File: src/ssl_defs.svh
/*
 * Constants of the supply status and level register bank:
 * register offsets, field positions, widths, limits and reset values.
 * Assumes it is included by bare name, once per compilation unit.
 */
`ifndef SSL_DEFS_SVH
`define SSL_DEFS_SVH

// ----------------------------------------------------------------
// Register byte offsets
// ----------------------------------------------------------------
`define SSL_OFF_STATUS     8'h30
`define SSL_OFF_CORE_LVL   8'h34
`define SSL_OFF_PLL_LVL    8'h40

// ----------------------------------------------------------------
// Status register bit positions
// ----------------------------------------------------------------
`define SSL_BIT_OSC_STABLE 24
`define SSL_BIT_PLL_GOOD   19
`define SSL_BIT_CORE_GOOD  16
`define SSL_BIT_ANA_LIMIT  9
`define SSL_BIT_CORE_LIMIT 8
`define SSL_BIT_ANA_SOFT   1
`define SSL_BIT_CORE_SOFT  0

// ----------------------------------------------------------------
// Level fields
// ----------------------------------------------------------------
`define SSL_CORE_W         7
`define SSL_PLL_W          3
`define SSL_CORE_MAX       7'h46
`define SSL_PLL_MAX        3'h7

// ----------------------------------------------------------------
// Bus widths and reset values
// ----------------------------------------------------------------
`define SSL_ADDR_W         8
`define SSL_DATA_RST       32'h0000_0000

`endif

File: src/ssl_pkg.sv
/*
 * Types of the supply status and level register bank.
 * Assumes nothing beyond a SystemVerilog compiler.
 */
package ssl_pkg;

    // ------------------------------------------------------------
    // Live supply condition, one bit per analog indicator
    // ------------------------------------------------------------
    typedef struct packed {
        logic osc_stable;
        logic pll_supply_rail_good;
        logic core_supply_rail_good;
        logic analog_buck_converter_limit;
        logic core_buck_converter_limit;
        logic analog_buck_converter_soft;
        logic core_buck_converter_soft;
    } ssl_supply_t;

endpackage

File: src/ssl_sync.sv
/*
 * Two-flop synchroniser, one chain per bit.
 * Assumes inputs are static or slow compared with the clock; no reset so
 * that strap levels pass through while the block is held in reset.
 */
`timescale 1ns/1ps

module ssl_sync #(
    parameter int W = 1
) (
    // Clock
    input  wire logic         clk,
    // Asynchronous levels and their synchronised copies
    input  wire logic [W-1:0] async_in,
    output logic      [W-1:0] sync_out
);

    genvar i;
    generate
        for (i = 0; i < W; i++) begin : g_bit
            logic meta_q;
            logic stab_q;
            always_ff @(posedge clk) begin
                meta_q <= async_in[i];
                stab_q <= meta_q;
            end
            assign sync_out[i] = stab_q;
        end
    endgenerate

endmodule

File: src/ssl_level.sv
/*
 * One target level field: loaded from its strap while reset is held,
 * written by software afterwards, codes above the top code clamped.
 * Assumes the strap input is already synchronised to clk.
 */
`timescale 1ns/1ps

module ssl_level #(
    parameter int           W    = 3,
    parameter logic [W-1:0] MAXC = '1
) (
    // Clock and synchronous reset
    input  wire logic         clk,
    input  wire logic         rst,
    // Strap level used as reset value
    input  wire logic [W-1:0] strap,
    // Software write
    input  wire logic         wr_en,
    input  wire logic [W-1:0] wr_data,
    // Current target level
    output logic      [W-1:0] level_q
);

    logic [W-1:0] level_d;

    always_comb begin
        level_d = (wr_data > MAXC) ? MAXC : wr_data;
    end

    always_ff @(posedge clk) begin
        if (rst) begin
            level_q <= strap;
        end else if (wr_en) begin
            level_q <= level_d;            // see R5
        end
    end

endmodule

File: src/ssl_regs.sv
/*
 * Supply status and level register bank, APB slave.
 * Holds the live supply status word and the target levels of the core
 * supply rail and of the pll linear regulator.
 * Assumes an APB master on CLK, analog status levels and decoded strap
 * levels that are asynchronous and are synchronised here, and RST held
 * for at least three edges with the straps stable.
 */
// Design decision made here: the APB slave port.
// Contract
// Status bit 24 reads one while the on-die oscillator is stable.
// Status bit 19 shows pll rail good, bit 16 core rail good.
// Status bits 9 and 8 show analog and core buck current limiting.
// Status bits 1 and 0 show analog and core buck soft-start.
// Core level is writable bits 6:0, 0.60V plus 10 mV per code.
// Software moves core level by at most 10 mV per microsecond.
// Both level fields reset to the values given by the strap pins.
// Pll level is writable bits 2:0, 0.6V plus 100 mV per code.
// Software raises pll level one code at a time.
// Status writes and reserved bits are ignored; reserved bits read zero.
`timescale 1ns/1ps
`include "ssl_defs.svh"

module ssl_regs (
    // Clock and reset
    input  wire logic                      CLK,
    input  wire logic                      RST,
    // APB slave
    input  wire logic                      PSEL,
    input  wire logic                      PENABLE,
    input  wire logic                      PWRITE,
    input  wire logic [`SSL_ADDR_W-1:0]    PADDR,
    input  wire logic [31:0]               PWDATA,
    input  wire logic [3:0]                PSTRB,
    output logic      [31:0]               PRDATA,
    output logic                           PREADY,
    output logic                           PSLVERR,
    // Analog supply indicators
    input  wire ssl_pkg::ssl_supply_t      SUPPLY,
    // Strap levels decoded from the mode pins
    input  wire logic [`SSL_CORE_W-1:0]    STRAP_CORE_LEVEL,
    input  wire logic [`SSL_PLL_W-1:0]     STRAP_PLL_LEVEL,
    // Target levels to the regulators
    output logic      [`SSL_CORE_W-1:0]    CORE_LEVEL,
    output logic      [`SSL_PLL_W-1:0]     PLL_LEVEL
);

    import ssl_pkg::*;

    localparam int SYNC_W = $bits(ssl_supply_t) + `SSL_CORE_W + `SSL_PLL_W;

    // ------------------------------------------------------------
    // Input synchronisation
    // ------------------------------------------------------------
    logic [SYNC_W-1:0]      sync_out;
    ssl_supply_t            supply_s;
    logic [`SSL_CORE_W-1:0] strap_core_s;
    logic [`SSL_PLL_W-1:0]  strap_pll_s;

    ssl_sync #(
        .W (SYNC_W)
    ) u_sync (
        .clk      (CLK),
        .async_in ({SUPPLY, STRAP_CORE_LEVEL, STRAP_PLL_LEVEL}),
        .sync_out (sync_out)
    );

    assign {supply_s, strap_core_s, strap_pll_s} = sync_out;

    // ------------------------------------------------------------
    // Address decode
    // ------------------------------------------------------------
    logic hit_status;
    logic hit_core;
    logic hit_pll;
    logic unmapped;
    logic setup;
    logic access;

    assign hit_status = (PADDR == `SSL_OFF_STATUS);
    assign hit_core   = (PADDR == `SSL_OFF_CORE_LVL);
    assign hit_pll    = (PADDR == `SSL_OFF_PLL_LVL);
    assign unmapped   = ~(hit_status | hit_core | hit_pll);
    assign setup      = PSEL & ~PENABLE;
    assign access     = PSEL & PENABLE & PREADY;

    // ------------------------------------------------------------
    // Status word
    // ------------------------------------------------------------
    logic [31:0] status_word;

    always_comb begin
        status_word = `SSL_DATA_RST;
        status_word[`SSL_BIT_OSC_STABLE] = supply_s.osc_stable;
        status_word[`SSL_BIT_PLL_GOOD]   =
            supply_s.pll_supply_rail_good;
        status_word[`SSL_BIT_CORE_GOOD]  =
            supply_s.core_supply_rail_good;
        status_word[`SSL_BIT_ANA_LIMIT]  =
            supply_s.analog_buck_converter_limit;
        status_word[`SSL_BIT_CORE_LIMIT] =
            supply_s.core_buck_converter_limit;
        status_word[`SSL_BIT_ANA_SOFT]   =
            supply_s.analog_buck_converter_soft;
        status_word[`SSL_BIT_CORE_SOFT]  =
            supply_s.core_buck_converter_soft;
    end

    // ------------------------------------------------------------
    // Read data mux
    // ------------------------------------------------------------
    logic [31:0] rdata_d;

    always_comb begin
        rdata_d = `SSL_DATA_RST;
        if (hit_status) begin
            rdata_d = status_word;
        end else if (hit_core) begin
            rdata_d[`SSL_CORE_W-1:0] = CORE_LEVEL;
        end else if (hit_pll) begin
            rdata_d[`SSL_PLL_W-1:0] = PLL_LEVEL;
        end
    end

    // ------------------------------------------------------------
    // Bus answer: ready in the first access cycle
    // ------------------------------------------------------------
    always_ff @(posedge CLK) begin
        if (RST) begin
            PREADY <= 1'b0;
        end else begin
            PREADY <= setup;
        end
    end

    always_ff @(posedge CLK) begin
        if (RST) begin
            PSLVERR <= 1'b0;
        end else if (setup) begin
            PSLVERR <= unmapped;
        end else if (access) begin
            PSLVERR <= 1'b0;
        end
    end

    always_ff @(posedge CLK) begin
        if (RST) begin
            PRDATA <= `SSL_DATA_RST;
        end else if (setup) begin
            PRDATA <= PWRITE ? `SSL_DATA_RST : rdata_d;
        end
    end

    // ------------------------------------------------------------
    // Level registers
    // ------------------------------------------------------------
    logic wr_lane0;
    logic wr_core;
    logic wr_pll;

    // Status register has no write path at all
    assign wr_lane0 = access & PWRITE & PSTRB[0];
    assign wr_core  = wr_lane0 & hit_core;
    assign wr_pll   = wr_lane0 & hit_pll;

    ssl_level #(
        .W    (`SSL_CORE_W),
        .MAXC (`SSL_CORE_MAX)
    ) u_core_level (
        .clk     (CLK),
        .rst     (RST),
        .strap   (strap_core_s),
        .wr_en   (wr_core),
        .wr_data (PWDATA[`SSL_CORE_W-1:0]),
        .level_q (CORE_LEVEL)
    );

    ssl_level #(
        .W    (`SSL_PLL_W),
        .MAXC (`SSL_PLL_MAX)
    ) u_pll_level (
        .clk     (CLK),
        .rst     (RST),
        .strap   (strap_pll_s),
        .wr_en   (wr_pll),
        .wr_data (PWDATA[`SSL_PLL_W-1:0]),
        .level_q (PLL_LEVEL)
    );

endmodule

File: config.mk
export PLATFORM = sky130hd
export DESIGN_NAME = ssl_regs
export DESIGN_NICKNAME = d
export VERILOG_FILES = /design/src/ssl_pkg.sv /design/src/ssl_sync.sv /design/src/ssl_level.sv /design/src/ssl_regs.sv
export VERILOG_INCLUDE_DIRS = /design/src
export SDC_FILE = /design/constraint.sdc
export NUM_CORES = 1
export LEC_CHECK = 0
export BUFFER_PORTS_ARGS = -buffer_cell sky130_fd_sc_hd__buf_2
export CORE_MARGIN = 2
export CORE_UTILIZATION = 35
export DETAILED_ROUTE_END_ITERATION = 10
export PLACE_DENSITY_LB_ADDON = 0.1
export SLEW_MARGIN = 20
export SYNTH_ARGS = -nofsm -noshare
export SYNTH_HDL_FRONTEND = slang
export SYNTH_SLANG_ARGS = --single-unit
File: constraint.sdc
create_clock -name CLK -period 1.25 [get_ports CLK]
set_clock_uncertainty 0.05 [all_clocks]
set_input_delay 0.125 -clock CLK [delete_from_list [all_inputs] [get_ports CLK]]
set_output_delay 0.125 -clock CLK [all_outputs]
set_load 0.01 [all_outputs]
==> impl_results.html <==
<table>
<tr><th>Metric</th><th>Value</th></tr>
<tr><th colspan="2">Finish</th></tr>
<tr><td>Net count of the finished layout</td><td>324</td></tr>
<tr><td>Utilization after layout</td><td>0.4937</td></tr>
<tr><td>Register area</td><td>1261 sq um</td></tr>
<tr><td>Number of antenna cells inserted</td><td>0</td></tr>
<tr><td>Filler Cell Count</td><td>~500</td></tr>
<tr><td>Number of non-filler instances in the completed layout</td><td>335</td></tr>
<tr><td>Area growth syn-to-layout</td><td>37.83%</td></tr>
<tr><td>Multi-input combinational cell area</td><td>571.8 sq um</td></tr>
<tr><td>Fraction of layout cells with a size suffix above 1</td><td>0.3688</td></tr>
<tr><th colspan="2">Synthesis</th></tr>
<tr><td>Sequential-to-total area share from yosys stat</td><td>0.6474</td></tr>
<tr><td>Mean instance size in the synthesized netlist</td><td>11.81 sq um</td></tr>
<tr><td>Yosys Warn Count</td><td>0</td></tr>
<tr><td>Top cells by area in the synthesized netlist</td><td>dfxtp_1, edfxtp_1, buf_4</td></tr>
<tr><td>Netlist cell types</td><td>30</td></tr>
<tr><td>Fraction of synthesized cell area taken by the top area cell type</td><td>0.4933</td></tr>
<tr><td>Post-Syn Area</td><td>1948 sq um</td></tr>
<tr><td>Post-Syn Instances</td><td>165</td></tr>
<tr><td>Area leader, netlist</td><td>dfxtp_1</td></tr>
<tr><td>Flip-flop and latch count after synthesis</td><td>58</td></tr>
<tr><th colspan="2">Setup path</th></tr>
<tr><td>Kind of end point of the critical path</td><td>flip-flop</td></tr>
<tr><td>Slowest CP cell</td><td>dfxtp_1</td></tr>
<tr><td>CP Launch Type</td><td>flip-flop</td></tr>
<tr><td>Top delay family on crit path</td><td>flip-flops</td></tr>
<tr><td>Crit path required time</td><td>between 1 and 1.5 ns</td></tr>
<tr><td>Critical path data arrival time</td><td>~1.1 ns</td></tr>
<tr><td>Start-to-end type of the worst setup path</td><td>reg2reg</td></tr>
<tr><td>Number of buffer and inverter instances along the worst setup path</td><td>0</td></tr>
<tr><td>Stage delay of the slowest cell on the critical path</td><td>roughly 0.33 ns</td></tr>
<tr><td>Cell-by-cell listing of the critical path</td><td>nand4_1 -&gt; nor2_2 -&gt; a31o_4</td></tr>
<tr><td>Largest fanout of any net on the critical path</td><td>7</td></tr>
<tr><th colspan="2">Die</th></tr>
<tr><td>Die outline area</td><td>6179 sq um</td></tr>
<tr><td>Number of ports placed on the die boundary</td><td>110</td></tr>
<tr><td>Starting density of the core</td><td>0.3582</td></tr>
<tr><td>Vertical extent of the die</td><td>78.61 microns</td></tr>
<tr><td>Width of the die</td><td>78.61 microns</td></tr>
<tr><td>Std-Cell Rows</td><td>27</td></tr>
<tr><td>Core Region</td><td>5439 sq um</td></tr>
<tr><th colspan="2">Routing</th></tr>
<tr><td>DR WL/cell</td><td>10.92 microns</td></tr>
<tr><td>Total vias in the final route</td><td>between 1000 and 1500</td></tr>
<tr><td>TritonRoute pass-1 iters</td><td>4</td></tr>
<tr><td>Total Wirelength</td><td>3659 microns</td></tr>
<tr><td>DR iter-0 viols</td><td>about 100</td></tr>
<tr><td>Count of antenna-violating nets left after detailed routing</td><td>0</td></tr>
<tr><td>DRC violation count after routing</td><td>0</td></tr>
<tr><td>Via density per instance</td><td>4.155</td></tr>
<tr><th colspan="2">GRT</th></tr>
<tr><td>Maximum number of pins on one net before global-route repair</td><td>16</td></tr>
<tr><td>Overall track demand over capacity in global routing</td><td>0.1274</td></tr>
<tr><td>Global-route wire length before repair</td><td>5802 microns</td></tr>
<tr><td>Antenna violations before repair</td><td>0</td></tr>
<tr><td>Overflow left after global routing</td><td>0</td></tr>
<tr><td>Via count of the first global-routing pass</td><td>1261</td></tr>
<tr><th colspan="2">CTS</th></tr>
<tr><td>Maximum clock insertion buffer count</td><td>2</td></tr>
<tr><td>Latest clock arrival within the worst-skew pair</td><td>0.33 ns</td></tr>
<tr><td>Clock sink count</td><td>58</td></tr>
<tr><td>Post-CTS clock slew at the launch and capture registers of the worst setup and hold paths</td><td>approximately 0.070 ns</td></tr>
<tr><td>Clock tree from TritonCTS</td><td>done</td></tr>
<tr><td>Total CTS buffers</td><td>9</td></tr>
<tr><td>CTS HTree Levels</td><td>3</td></tr>
<tr><td>Cell at the root of the clock tree</td><td>clkbuf_8</td></tr>
<tr><td>Buffers inserted by post-CTS timing repair</td><td>0</td></tr>
<tr><th colspan="2">Timing</th></tr>
<tr><td>Setup repair after global routing missed its margin</td><td>no</td></tr>
<tr><td>Fmax</td><td>873.7 MHz</td></tr>
<tr><td>Final worst-path cycle share</td><td>0.9157</td></tr>
<tr><td>Total Neg Setup Slack</td><td>0 ns</td></tr>
<tr><td>Clock period minus worst slack</td><td>1.145 ns</td></tr>
<tr><td>Post-route setup slack</td><td>0.1054 ns</td></tr>
<tr><td>Total of endpoints with negative setup slack in the final report</td><td>0</td></tr>
<tr><td>Fin. max-slew vios</td><td>0</td></tr>
<tr><td>Fin Hold WS</td><td>0.09480 ns</td></tr>
<tr><td>Fin. Hold Viols</td><td>0</td></tr>
<tr><th colspan="2">Power and ir drop</th></tr>
<tr><td>Maximum resistive drop on vdd</td><td>0.7593 mV</td></tr>
<tr><td>Power density over cell area</td><td>1393 nW/um^2</td></tr>
<tr><td>Static power due to leakage</td><td>1.219 nW</td></tr>
<tr><th colspan="2">Place</th></tr>
<tr><td>Port Buf Inserts</td><td>61</td></tr>
<tr><td>Dpl ws</td><td>-0.2064 ns</td></tr>
<tr><td>Cell count after placement</td><td>302</td></tr>
<tr><td>Post-detail-place hpwl</td><td>~2700 microns</td></tr>
<tr><td>Weighted congestion at the end of routability-driven global placement</td><td>approximately 0.73</td></tr>
<tr><th colspan="2">Outcome</th></tr>
<tr><td>Result of the run</td><td>complete, no violations</td></tr>
<tr><th colspan="2">Flow run</th></tr>
<tr><td>Max-cap violations</td><td>0</td></tr>
<tr><th colspan="2">Min path</th></tr>
<tr><td>Worst min path class</td><td>in2reg</td></tr>
</table>
## sequential cells by signal (all words and copies together), names as in the netlist
signal,flops
PREADY,1
u_sync.g_bit.stab_q,17
u_pll_level.level_q,3
u_core_level.level_q,7
PSLVERR,1
PRDATA,12
u_sync.g_bit.meta_q,17
## layer usage
metal  part of all wire  vias up  wire length, microns  track usage
met5                  0        -                     0            0
met4              0.034        0                   123      0.09298
met3              0.083       10                   302      0.05632
met2               0.42       63                  1537       0.1778
met1               0.46      602                  1695       0.1540
li1                   -      717                     -            -
## placed cells by master (no fill, tap or decap), drive strengths merged, types with 2 or more instances in the layout
cell	instances
dlygate4sd3	17
a22oi	10
a31o	2
nor2	14
conb	20
buf	72
nand2b	3
dfxtp	48
nor4	2
clkinv	4
mux2	3
o21ai	6
nand4	2
inv	7
clkbuf	12
a21oi	4
nor2b	2
edfxtp	10
o311ai	2
o32ai	2
nand2	10
a2bb2oi	2
## metrics by stage
| step | area [sq um] | power [W] |
|---|---|---|
| 3_5_place_dp | 2341 | 0.002312 |
| 6_report | 2685 | 0.003740 |
| 2_1_floorplan | 2024 | 0.002224 |
| 5_1_grt | 2685 | 0.003896 |
| 3_3_place_gp | 2341 | 0.002313 |
| 4_1_cts | 2676 | 0.003785 |
## what timing repair did
| item | in CTS | in global routing |
|---|---|---|
| setup endpoints to repair | 0 | 7 |
| hold buffers | 17 | 0 |
| endpoints found under the hold margin | 17 | 0 |
| gates resized for setup | 0 | 1 |
## area by class of cell
cell class                      count  share of cell area
Sequential cell                    58              0.4697
Multi-Input combinational cell     93              0.2130
Timing Repair Buffer               89              0.2125
Clock buffer                       12             0.05405
Tap cell                           72             0.03355
Inverter                            7            0.009786
Clock inverter                      4            0.007456
## logic make-up after synthesis
kind of cell           count (synthesis)  synth area share
AO/OA/AOI/OAI                         31            0.1118
multiplexers                           3           0.01734
flip-flops                            58            0.6474
buffers and inverters                 33            0.1028
other                                  1          0.001925
AND/OR/NAND/NOR                       39            0.1188
## synth_stat cells
| cell type | number |
|---|---|
| nor2_1 | 14 |
| clkbuf_1 | 5 |
| o21bai_1 | 1 |
| or3b_1 | 1 |
| o311ai_1 | 2 |
| o21a_1 | 1 |
| buf_4 | 20 |
| mux2_2 | 3 |
| dfxtp_1 | 48 |
| nor2b_1 | 2 |
| buf_2 | 1 |
| nor4_4 | 2 |
| o32ai_1 | 2 |
| nand2_1 | 10 |
| o21ai_0 | 6 |
| a2bb2oi_1 | 2 |
| edfxtp_1 | 10 |
| or4b_4 | 1 |
| inv_1 | 7 |
| or3_4 | 1 |
| nor3_1 | 1 |
| nand4bb_1 | 1 |
| nand2b_1 | 3 |
| nand3_1 | 1 |
| a21o_1 | 1 |
| a31o_2 | 2 |
| nand4_1 | 2 |
| a22oi_1 | 10 |
| conb_1 | 1 |
| a21oi_1 | 4 |
## worst register-to-register path: cells and delay by family (launching register included)
family / cells / cell delay (ns)
AO/OA/AOI/OAI: 1 / 0.22
AND/OR/NAND/NOR: 2 / 0.26
flip-flops: 1 / 0.33
## worst paths after layout
path / from / to / slack, ns / depth (start not counted)
setup / recovery: PREADY / u_core_level.level_q[5] / 0.11 / 3
hold / removal: PWDATA[1] / u_pll_level.level_q[1] / 0.09 / 2
setup reg to reg: PREADY / u_core_level.level_q[5] / 0.11 / 3
hold reg to reg: u_sync.g_bit[11].meta_q / u_sync.g_bit[11].stab_q / 0.26 / 0
## report_power, final
part           internal, W  total [W]  switching, W
registers          0.00199    0.00201     0.0000251
clock network     0.000759    0.00143      0.000668
logic             0.000149   0.000298      0.000148
total              0.00290    0.00374      0.000841
Power figures use the tool's default switching activity.
